File: config.mk
export PLATFORM = sky130hd
export DESIGN_NAME = watchdog_control_logic
export DESIGN_NICKNAME = d
export VERILOG_FILES = /design/src/verilog/watchdog_pkg.sv /design/src/verilog/watchdog_control_logic.sv
export VERILOG_INCLUDE_DIRS = /design/src /design/src/verilog
export SDC_FILE = /design/constraint.sdc
export NUM_CORES = 1
export LEC_CHECK = 0
export BUFFER_PORTS_ARGS = -buffer_cell sky130_fd_sc_hd__buf_2
export CAP_MARGIN = 20
export CORE_MARGIN = 4
export CORE_UTILIZATION = 47
export CTS_BUF_LIST = sky130_fd_sc_hd__clkbuf_16
export CTS_CLUSTER_SIZE = 40
export DETAILED_ROUTE_END_ITERATION = 10
export GPL_ROUTABILITY_DRIVEN = 0
export PLACE_DENSITY = 0.71
export SETUP_SLACK_MARGIN = 0.1
export SLEW_MARGIN = 0
export SYNTH_ARGS = -nofsm -noshare
export SYNTH_HDL_FRONTEND = slang
export SYNTH_SLANG_ARGS = --single-unit
File: constraint.sdc
create_clock -name i_clk -period 3.2 [get_ports i_clk]
set_input_delay 0.32 -clock i_clk [delete_from_list [all_inputs] [get_ports i_clk]]
set_output_delay 0.32 -clock i_clk [all_outputs]
set_load 0.01 [all_outputs]
File: src/verilog/watchdog_defs.svh
/*
 * Offsets, field positions, reset value and timing figures of the
 * watchdog control logic.
 * Assumes inclusion by bare name.
 */
`ifndef WATCHDOG_DEFS_SVH
`define WATCHDOG_DEFS_SVH

// ****************************************************
// control register layout
// ****************************************************
`define WDC_BIT_UNLOCK     0
`define WDC_BIT_ENABLE     1
`define WDC_BIT_STATUS     2
`define WDC_BIT_IRQ_SEL    3
`define WDC_PRE_LSB        4
`define WDC_PRE_MSB        7
`define WDC_RESET_VALUE    8'h10

// ****************************************************
// timing
// ****************************************************
`define WDC_TICK_HZ        32768
`define WDC_BASE_TICKS     512
`define WDC_PRE_IMMEDIATE  4'h8

`endif

File: src/verilog/watchdog_pkg.sv
/*
 * Types shared by the watchdog control logic.
 * Assumes nothing of its surroundings.
 */
package watchdog_pkg;

   typedef logic [3:0]  prescale_t;
   typedef logic [7:0]  ctrl_t;
   typedef logic [15:0] wd_count_t;

   typedef enum logic [1:0] {
      act_none,
      act_reset,
      act_irq
   } timeout_act_e;

endpackage : watchdog_pkg

File: src/verilog/watchdog_control_logic.sv
/*
 * Watchdog supervisor: control register, 16-bit timeout counter,
 * reset or interrupt on expiry, protected two-step write.
 * Assumes a one-cycle 32.768 kHz tick synchronous to i_clk, a pulse
 * at the end of every core instruction, and core writes that pulse
 * together with the end of their own instruction.
 */
`timescale 1ns/1ps
`include "watchdog_defs.svh"

// Contract
// timeout is two to the prescale times 512 ticks, codes 0..7.
// code 1000 gives immediate reset; codes 1001 and up reserved.
// interrupt select turns expiry into an unmaskable interrupt.
// interrupt mode serves as periodic timer at prescale interval.
// any timeout sets the status flag.
// status clears only by written zero or hardware reset.
// setting enable restarts counter; software must re-set in time.
// enable cleared by zero write, watchdog reset, reset, supply irq.
// control write accepted only right after setting write unlock.
// counter is sixteen bits counting 32.768 kHz ticks.
// control resets to 10H and is bit addressable.
// unprotected writes ignored; unlock clears after protected write.
// software disables interrupts around the two-step write.
module watchdog_control_logic (
   // clock and reset
   input  wire logic                   i_clk,
   input  wire logic                   i_srst,
   // timebase and core sequencing
   input  wire logic                   i_tick_32k,
   input  wire logic                   i_instr_end,
   // special function register access
   input  wire logic                   i_byte_wr,
   input  wire watchdog_pkg::ctrl_t    i_wdata,
   input  wire logic                   i_bit_wr,
   input  wire logic [2:0]             i_bit_sel,
   input  wire logic                   i_bit_val,
   output watchdog_pkg::ctrl_t         o_rdata,
   // supply monitor
   input  wire logic                   i_supply_irq,
   // timeout actions
   output logic                        o_wdt_reset,
   output logic                        o_wdt_irq
);
   import watchdog_pkg::*;

   // ****************************************************
   // register state
   // ****************************************************
   ctrl_t        ctrl_reg;
   wd_count_t    count_reg;
   logic         rst_pulse_reg;
   logic         irq_pulse_reg;

   ctrl_t        wr_data;
   logic         wr_any;
   logic         arm;
   logic         accept;
   prescale_t    prescale;
   logic         enable;
   logic         irq_sel;
   logic         pending;
   logic [16:0]  span;
   wd_count_t    limit;
   logic         hit;
   timeout_act_e action;

   assign prescale = ctrl_reg[`WDC_PRE_MSB:`WDC_PRE_LSB];
   assign enable   = ctrl_reg[`WDC_BIT_ENABLE];
   assign irq_sel  = ctrl_reg[`WDC_BIT_IRQ_SEL];
   assign pending  = ctrl_reg[`WDC_BIT_UNLOCK];

   // ****************************************************
   // write decode
   // ****************************************************
   // bit writes merge into the current value
   always_comb begin
      wr_data = i_wdata;
      if (i_bit_wr) begin
         wr_data = ctrl_reg;
         wr_data[i_bit_sel] = i_bit_val;
      end
   end

   assign wr_any = i_byte_wr | i_bit_wr;
   // first step only raises the unlock bit
   assign arm    = wr_any & ~pending & wr_data[`WDC_BIT_UNLOCK];
   // only the write straight after unlocking counts
   assign accept = wr_any & pending;

   // ****************************************************
   // timeout detect
   // ****************************************************
   // span of 512 ticks shifted by the prescale code
   assign span  = 17'(`WDC_BASE_TICKS) << prescale[2:0];
   assign limit = 16'(span - 17'h00001);

   // reserved codes are treated as immediate, the safe side
   always_comb begin
      hit = 1'b0;
      if (enable) begin
         if (prescale >= `WDC_PRE_IMMEDIATE)
            hit = 1'b1;
         else
            hit = i_tick_32k & (count_reg == limit);
      end
   end

   // interrupt select decides the action
   always_comb begin
      if (!hit)
         action = act_none;
      else if (irq_sel)
         action = act_irq;
      else
         action = act_reset;
   end

   // ****************************************************
   // control register
   // ****************************************************
   always_ff @(posedge i_clk) begin
      if (i_srst) begin
         // power-on value
         ctrl_reg <= `WDC_RESET_VALUE;
      end else begin
         // status drops only by accepted write
         if (accept) begin
            ctrl_reg <= wr_data;
         end
         // unlock lasts one instruction only
         if (arm)
            ctrl_reg[`WDC_BIT_UNLOCK] <= 1'b1;
         else if (i_instr_end || accept)
            ctrl_reg[`WDC_BIT_UNLOCK] <= 1'b0;
         // hardware clears beat a software set
         if (action == act_reset || i_supply_irq)
            ctrl_reg[`WDC_BIT_ENABLE] <= 1'b0;
         // set wins over a written zero
         if (hit)
            ctrl_reg[`WDC_BIT_STATUS] <= 1'b1;
      end
   end

   // ****************************************************
   // timeout counter
   // ****************************************************
   // sixteen-bit counter on the slow tick
   always_ff @(posedge i_clk) begin
      if (i_srst) begin
         count_reg <= 16'h0000;
      end else if (!enable || hit) begin
         count_reg <= 16'h0000;
      end else if (accept && wr_data[`WDC_BIT_ENABLE]) begin
         // every set of enable starts a fresh period
         count_reg <= 16'h0000;
      end else if (i_tick_32k) begin
         count_reg <= count_reg + 16'h0001;
      end
   end

   // ****************************************************
   // action pulses and read data
   // ****************************************************
   // interrupt mode leaves enable set, so it repeats
   always_ff @(posedge i_clk) begin
      if (i_srst) begin
         rst_pulse_reg <= 1'b0;
         irq_pulse_reg <= 1'b0;
      end else begin
         rst_pulse_reg <= (action == act_reset);
         irq_pulse_reg <= (action == act_irq);
      end
   end

   assign o_wdt_reset = rst_pulse_reg;
   assign o_wdt_irq   = irq_pulse_reg;
   assign o_rdata     = ctrl_reg;
endmodule : watchdog_control_logic

Yosys cells after proc, flatten, opt, wreduce, memory -nomap -nowiden:

Index checks and enable logic that the tools add are counted.

* add/subtract/negate cells: 2
* multiply operators: 0
* div/mod/pow operators: 0
* order comparisons: 3
* equality and inequality tests: 3
* shift-type cells: 1
* muxes and demuxes: 12
* bitwise logic cells: 6
* reductions and logical operators: 10

Operators by type and width (count)
* adder 16 x 1 -> 16 bit (second input constant): 1
* == test 16 bit: 1
* << shifter 10 x 3 -> 16 bit (first input constant): 1
* subtractor 16 x 1 -> 16 bit (second input constant): 1
* bitwise mux 8 bit: 1
* two-way mux 8 bit: 1
* two-way mux 1 bit: 6
* bitwise AND 1 bit: 4
* greater-or-equal comparator 4 bit (second input constant): 1
* < comparator 3 x 4 -> 1 bit (second input constant): 1
* two-way mux 2 bit: 2
* demux 1 bit (select 3 bit): 1
* greater-or-equal comparator 3 x 1 -> 1 bit (second input constant): 1
* logical OR 1 bit: 3
* two-way mux 3 bit: 1
* nonzero test 3 bit: 1
* OR reduction 3 bit: 1
* == test 2 x 1 -> 1 bit (second input constant): 1
* == test 2 bit (second input constant): 1
* logical AND 1 bit: 2
* nonzero test 2 bit: 1
* OR reduction 2 bit: 1
* logical NOT 1 bit: 1
* inverter 1 bit: 1
* bitwise OR 1 bit: 1

* register bits after elaboration: 26
* latch bits: 0
* memory bits (writable): 0
* memory bits (read-only): 0
* input port bits: 19
* output and inout bits: 10
* logic and storage cells: 44
* memories: 0

Logic depth before layout (Yosys ltp):

Gate-level depths: netlist of the first run.

* depth after elaboration: 10
* mapped depth: 11
* mapped depth without buffers: 8

Least setup slack after synthesis of the first run:

No wires, ideal clock.

* kind: register to register
* from: register ctrl_reg[5] (netlist: o_rdata[5])
* to: register count_reg[10]
* library setup time: 78 ps
* data arrival time: 2386 ps
* data required time: 3122 ps
* slack: 736 ps
* cell stages (with the launch flop): 11
* buffers on the path: 3
* clock period less this slack: 2464 ps
* cells stage by stage: dfxtp_1 > clkbuf_1 > or3_1 > ha_1 > buf_2 > xor2_1 > a211o_1 > a221o_1 > a31o_2 > buf_2 > nor3_1

* longest elaborated chain between the ends: 8
* elaborated cells between the ends (all ways): 9
* classes of those cells: add/sub: 1; order compare: 1; eq/ne: 1; shift: 1; mux: 2; bitwise: 1; reduce/logical: 2

RTL lines
* start, declared: line watchdog_control_logic.sv:50 `ctrl_t ctrl_reg;`
* start signal, assigned: line watchdog_control_logic.sv:125 `` ctrl_reg <= `WDC_RESET_VALUE; ``
* start signal, assigned: line watchdog_control_logic.sv:129 `ctrl_reg <= wr_data;`
* << shifter 10 x 3 -> 16 bit: line watchdog_control_logic.sv:95 `` assign span = 17'(`WDC_BASE_TICKS) << prescale[2:0]; ``
* subtractor 16 x 1 -> 16 bit: line watchdog_control_logic.sv:96 `assign limit = 16'(span - 17'h00001);`
* == test 16 bit: line watchdog_control_logic.sv:105 `hit = i_tick_32k & (count_reg == limit);`
* bitwise AND 1 bit: line watchdog_control_logic.sv:105
* two-way mux 1 bit *: line watchdog_control_logic.sv:102 `` if (prescale >= `WDC_PRE_IMMEDIATE) ``
* two-way mux 1 bit *: line watchdog_control_logic.sv:101 `if (enable) begin`
* logical OR 1 bit *: line watchdog_control_logic.sv:152 `end else if (!enable || hit) begin`
* OR reduction 3 bit (no source line) *
* end signal, assigned: line watchdog_control_logic.sv:158 `count_reg <= count_reg + 16'h0001;`
* end, declared: line watchdog_control_logic.sv:51 `wd_count_t count_reg;`

Mark *: on every way between the ends. The rest lies on a longest branch, timed or not.
A chain may end at the register's enable or synchronous reset.

Final worst setup path of the first run:

* from: register ctrl_reg[6] (netlist: o_rdata[6])
* to: register rst_pulse_reg (netlist: o_wdt_reset)

* longest elaborated chain between the ends: 8
* elaborated cells between the ends (all ways): 9
* classes of those cells: add/sub: 1; order compare: 1; eq/ne: 2; shift: 1; mux: 3; bitwise: 1

RTL lines
* << shifter 10 x 3 -> 16 bit: line watchdog_control_logic.sv:95
* subtractor 16 x 1 -> 16 bit: line watchdog_control_logic.sv:96
* == test 16 bit: line watchdog_control_logic.sv:105
* bitwise AND 1 bit: line watchdog_control_logic.sv:105
* two-way mux 1 bit *: line watchdog_control_logic.sv:102
* two-way mux 1 bit *: line watchdog_control_logic.sv:101
* two-way mux 2 bit *: line watchdog_control_logic.sv:111 `if (!hit)`
* == test 2 x 1 -> 1 bit *: line watchdog_control_logic.sv:171 `rst_pulse_reg <= (action == act_reset);`
* end signal, assigned: line watchdog_control_logic.sv:171
* end, declared: line watchdog_control_logic.sv:52 `logic rst_pulse_reg;`

Marked as above.

==> metrics.md, run 1 <==
| Metric | Value |
|---|---|
| Status | `finished clean` |
| Clk network pwr share | `0.474` |
| Post-route ant nets | `0` |
| Sequential fraction of the synthesis area | `0.3268` |
| CTS Buffer Depth | `2` |
| Clk_lat worst skew | `0.26 ns` |
| Largest net degree at the start of global routing | `26` |
| CP Class | `flip-flop to flip-flop` |
| Count of different cell masters after synthesis | `41` |
| Drt drc | `0` |
| CP endpoint kind | `flip-flop` |
| Startpoint class of the critical path | `flip-flop` |
| Max-Cap Viols | `0` |
| Clock sinks | `26` |
| CTS Buf Count | `3` |
| Clock Tree Root | `clkbuf_16` |
| Cells after Synth | `around 200` |
| Final Worst Setup Slack | `roughly 0.68 ns` |
| Iter 0 DRT Violations | `approximately 130` |
| Via total after detailed routing | `approximately 1400` |
| # Post-CTS Setup Buffers | `0` |
| Setup TNS | `0 ns` |
| Start of the worst register-to-register path | `o_rdata[6]` |
| Seq cells post-synth | `26` |
| Core footprint | `~0.0032 mm²` |
| Ratio of cells with drive above 1 in the final layout | `0.1814` |
| Via density | `about 5.5` |
| Max reg flops | `16` |
| EDFF count, synth | `0` |
| Vias in the first global route | `about 1300` |
| Primary FF master, synth | `dfxtp_1` |
| Switching power | `157.8 µW` |
| R2R Setup Slk | `approximately 0.68 ns` |
| Tmin final | `2.524 ns` |
| P&R area growth vs syn | `13.67%` |
| Skew final | `0.002205 ns` |
| Initial antenna violation count | `0` |
| Worst Reg-to-Reg Cells | `7` |
| Die Width | `around 66 µm` |
| Initial Util | `0.5052` |
| Nets | `about 240` |
| Worst vdd rail ir drop | `between 0.0002 and 0.0003 V` |
| Slew HR | `0.6425` |
| Synth warn | `0` |
| Power Density | `around 420 mW/mm²` |
| Combinational share of power | `0.093` |
| Global-route wire length before repair | `slightly below 6000 µm` |
| Ports | `29` |
| Htree depth | `1` |
| Post-Syn Area | `0.001593 mm²` |
| RSZ-0062 raised after global routing | `false` |
| Switching share of power | `0.2065` |
| Clock transition at path regs | `~0.070 ns` |
| PortBufs | `28` |
| Multi-input logic area | `970.9 µm²` |
| Hold Path Stages | `3` |
| Setup Viol. Count Final | `0` |
| Async set or reset register ratio after synthesis | `0` |
| Final WL | `3319 µm` |
| Die height | `~66 µm` |
| Reg-to-Reg End | `o_wdt_reset` |
| Pint | `~610 µW` |
| Overflow after GRT | `0` |
| Final cycle utilization of the critical path | `0.7887` |
| Flip-flop and latch area | `about 520 µm²` |
| Hold Crit Endpoint | `o_rdata[1]` |
| Min-delay src | `i_supply_irq` |
| Layout filler cell count | `~310` |
| Total GRT Usage | `0.1648` |
| Most frequent cells in the layout | `28 x buf_2, 26 x dfxtp_1, 23 x nor3_1` |
| Hold WS | `0.3164 ns` |
| Antenna fix cells | `0` |
| Pre-CTS setup slack | `0.6970 ns` |
| Worst Path Arrival | `2.68 ns` |
| Most common cell after layout, fill and taps aside | `buf_2` |
| Sequential power share | `0.434` |
| WL per Instance | `between 10 and 15 µm` |
| Die area | `around 0.0044 mm²` |
| Detailed placer's ending HPWL | `2340 µm` |
| Net Count, Synth | `222` |
| WP data required | `3.35 ns` |
| CTS tree | `yes` |
| Maximum clock rate | `roughly 0.4 GHz` |
| Hold Vio Cnt, Final | `0` |
| DRT Pass-1 Iters | `4` |
| Syn Area/Cell | `7.924 µm²` |
| Worst-Margin Slew | `between 0.5 and 0.6 ns` |
| LEAKAGE | `0.0006648 µW` |
| Final Slew Violations | `0` |
| Hold Buf Count CTS | `0` |
| Power, Total | `around 760 µW` |
| Row Count | `20` |
| # resized after CTS | `0` |
| Critical path peak fanout | `20` |
| Class of the tightest hold or removal check | `input pin to flip-flop` |
## critical path, stage by stage, from the launching register on
cell	delay [ns]
dfxtp_1	0.45
or3_1	0.41
ha_1	0.31
xor2_1	0.18
a211o_1	0.26
a221o_1	0.25
a31o_2	0.33
and3_1	0.22
## power by group through the flow
stage	Clock (µW)	Combinational, µW	Sequential (µW)
after floorplan	0	52.9	338
after global placement	0	70.1	339
after detailed placement	0	70.2	339
after CTS	374	70.7	331
after global routing	387	79.7	332
final	362	70.7	332
## stage by stage
step | instances | area [µm²] | util
6_report | 259 | 1810 | 0.5742
5_1_grt | 259 | 1810 | 0.5742
4_1_cts | 259 | 1810 | 0.5742
3_5_place_dp | 255 | 1705 | 0.5409
3_3_place_gp | 255 | 1705 | 0.5409
2_1_floorplan | 201 | 1593 | -
## worst max path at each step
| stage | cells after the start | slack (ns) | startpoint | endpoint |
|---|---|---|---|---|
| 2_1_floorplan | 10 | 0.74 | o_rdata[5] | count_reg[10] |
| 3_3_place_gp | 7 | 0.73 | o_rdata[6] | o_wdt_reset |
| 3_5_place_dp | 7 | 0.70 | o_rdata[6] | o_wdt_irq |
| 4_1_cts | 7 | 0.67 | o_rdata[6] | o_wdt_reset |
| 5_1_grt | 8 | 0.41 | o_rdata[6] | o_rdata[1] |
| 6_report | 7 | 0.68 | o_rdata[6] | o_wdt_reset |
## cells by family (layout without fill, tap and decap cells)
family / after synthesis / after routing / share of synthesized area
AO/OA/AOI/OAI: 35 / 35 / 0.1571
multiplexers: 3 / 3 / 0.01964
buffers and inverters: 22 / 36 / 0.06363
flip-flops: 26 / 26 / 0.3268
adder cells (fa/ha/maj): 2 / 2 / 0.01571
AND/OR/NAND/NOR: 94 / 94 / 0.3126
XOR/XNOR: 19 / 19 / 0.1045
## cells in the mapped netlist (all sizes together) (3+ instances only)
library cell	n	area share
nor2b	4	0.016
nor3	23	0.072
buf	9	0.033
inv	3	0.0071
nand4b	3	0.016
o21ai	3	0.0094
xnor2	12	0.066
a31oi	6	0.024
dfxtp	26	0.33
nor3b	4	0.019
or3	3	0.015
nand3	8	0.025
xor2	7	0.038
a211o	4	0.022
a21oi	9	0.028
o22ai	5	0.020
and3	5	0.020
nor2	22	0.052
nand2	12	0.028
clkbuf	10	0.024
## cell type report
cell class | instances | area share
repair buffers | 29 | 0.08155
clock buffers | 3 | 0.04147
clock inverters | 1 | 0.01659
multi-input cells | 153 | 0.5363
inverters | 3 | 0.006220
flip-flops and latches | 26 | 0.2875
well taps | 44 | 0.03041
## routing by layer
metal,part of all wire,GRT usage
met3,0.036,0.03401
met2,0.45,0.2602
met1,0.51,0.2243
met4,0.0078,0.04822
met5,0,0
(Power assumes the default switching activity.)
==> run 2, diff against run 1 <==
clock period = 2.4 ns   (was 3.2 ns; I/O delays follow)
==> run 2 against run 1 <==
Net effect:
- die area is the same
- setup slack got worse by 0.57 ns
- via count up 6.4%
- critical endpoint is now count_reg[4]
- largest cell class unchanged
==> metrics.md, run 2 (synthesis gave the netlist of run 1 again) <==
| Metric | Value |
|---|---|
| Power, Total | `1041 µW` |
| CTS Buf Count | `3` |
| Final instance area | `about 0.002 mm²` |
| Overflow after GRT | `0` |
| Clock sinks | `26` |
| P&R area growth vs syn | `25.37%` |
| Worst vdd rail ir drop | `0.0004331 V` |
| Most common cell after layout, fill and taps aside | `buf_2` |
| Die Width | `66.22 µm` |
| Antenna fix cells | `0` |
| Worst Path Arrival | `2.47 ns` |
| CP endpoint kind | `flip-flop` |
| Clock transition at path regs | `around 0.070 ns` |
| Row Count | `20` |
| Worst Reg-to-Reg Cells | `7` |
| Via density | `roughly 5.6` |
| Critical path peak fanout | `7` |
| Hold Crit Endpoint | `o_rdata[1]` |
| Min-delay src | `i_supply_irq` |
| Skew final | `0.003404 ns` |
| Setup Viol. Count Final | `0` |
| CTS Buffer Depth | `2` |
| Global-route wire length before repair | `5685 µm` |
| Hold WS | `approximately 0.22 ns` |
| Class of the tightest hold or removal check | `input pin to flip-flop` |
| Post-Layout Cell Count | `roughly 270` |
| Initial Util | `0.5052` |
| Via total after detailed routing | `between 1500 and 2000` |
| CP Class | `flip-flop to flip-flop` |
| Drt drc | `0` |
| Most frequent cells in the layout | `28 x buf_2, 24 x dfxtp_1, 22 x nor2_1` |
| Htree depth | `1` |
| Die height | `66.22 µm` |
| Worst-Margin Slew | `0.6672 ns` |
| Clock Tree Root | `clkbuf_16` |
| Core footprint | `roughly 0.0032 mm²` |
| WP data required | `2.58 ns` |
| Vias in the first global route | `1320` |
| Status | `finished clean` |
| Slew HR | `0.5541` |
| Maximum clock rate | `roughly 0.44 GHz` |
| Reg-to-Reg End | `count_reg[4]` |
| Startpoint class of the critical path | `flip-flop` |
| Placed cell area | `0.001748 mm²` |
| CTS tree | `yes` |
| Max-Cap Viols | `0` |
| Hold Path Stages | `3` |
| Final cycle utilization of the critical path | `0.9551` |
| Setup TNS | `0 ns` |
| Ratio of cells with drive above 1 in the final layout | `0.2763` |
| WL per Instance | `roughly 14 µm` |
| R2R Setup Slk | `0.11 ns` |
| Tmin final | `2.292 ns` |
| Detailed placer's ending HPWL | `roughly 2300 µm` |
| Post-route ant nets | `0` |
| Initial antenna violation count | `0` |
| Hold Vio Cnt, Final | `0` |
| LEAKAGE | `between 0.0007 and 0.0008 µW` |
| PortBufs | `28` |
| Power Density | `521.5 mW/mm²` |
| Nets | `250` |
| Max reg flops | `16` |
| Ports | `29` |
| Final WL | `around 3700 µm` |
| Total GRT Usage | `0.1606` |
| Die area | `between 0.004 and 0.005 mm²` |
| DRT Pass-1 Iters | `4` |
| RSZ-0062 raised after global routing | `true` |
| Final Slew Violations | `0` |
| Iter 0 DRT Violations | `approximately 120` |
| Clk_lat worst skew | `between 0.2 and 0.3 ns` |
| Start of the worst register-to-register path | `o_rdata[6]` |
| Largest net degree at the start of global routing | `26` |
| Placed Instances | `260` |
run 2: cell types whose count changed in the layout (fill, tap and decap cells not counted), sizes merged:
cell  before  now
buf       29   40
a31o       1    3
run 2: through the flow:
step	setup WS, ns	util
global route	0.01631	0.6333
detailed placement	0.08517	0.5544
floorplan	0.04394	-
global placement	0.1323	0.5544
CTS	0.1115	0.5905
finish	0.1078	0.6333
run 2: worst max path at each step:
| stage | startpoint | endpoint | slack, ns | depth (start not counted) |
|---|---|---|---|---|
| CTS | o_rdata[6] | count_reg[3] | 0.11 | 7 |
| detailed placement | o_rdata[6] | count_reg[3] | 0.09 | 7 |
| global placement | o_rdata[6] | o_wdt_irq | 0.13 | 7 |
| floorplan | o_rdata[5] | o_wdt_irq | 0.04 | 10 |
| global route | o_rdata[4] | count_reg[12] | 0.02 | 9 |
| finish | o_rdata[6] | count_reg[4] | 0.11 | 7 |
run 2: per-layer routing:
layer	GRT usage	vias to the layer above	share of wire
met1	0.2263	691	0.49
li1	-	778	-
met2	0.2491	49	0.45
met4	0.03046	0	0.0051
met3	0.03741	2	0.058
met5	0	-	0
run 2: power breakdown:
part           switching [µW]  internal, µW
logic                    61.4          54.9
clock network             154           332
registers                4.96           434
run 2: area by class of cell:
cell class / instances / area, µm²
Tap cell: 44 / 55.05
Sequential cell: 26 / 528.0
Timing Repair Buffer: 40 / 230.2
Clock inverter: 1 / 30.03
Clock buffer: 3 / 75.07
Multi-Input combinational cell: 155 / 1067
Inverter: 3 / 11.26
Fill cell: 311 / 1156
run 2: what timing repair did:
| item | in CTS | in global routing |
|---|---|---|
| hold buffers | 0 | 0 |
| cloned | 0 | 2 |
| setup endpoints to repair | 6 | 20 |
| setup buffers | 0 | 6 |
| pin swaps | 0 | 5 |
| gates resized for setup | 1 | 13 |
run 2: critical path, stage by stage (launching register included):
cell	delay (ns)
dfxtp_4	0.36
or3_4	0.37
ha_4	0.19
xor2_1	0.14
a211o_1	0.27
a221o_1	0.37
a31o_4	0.31
nor3_2	0.18
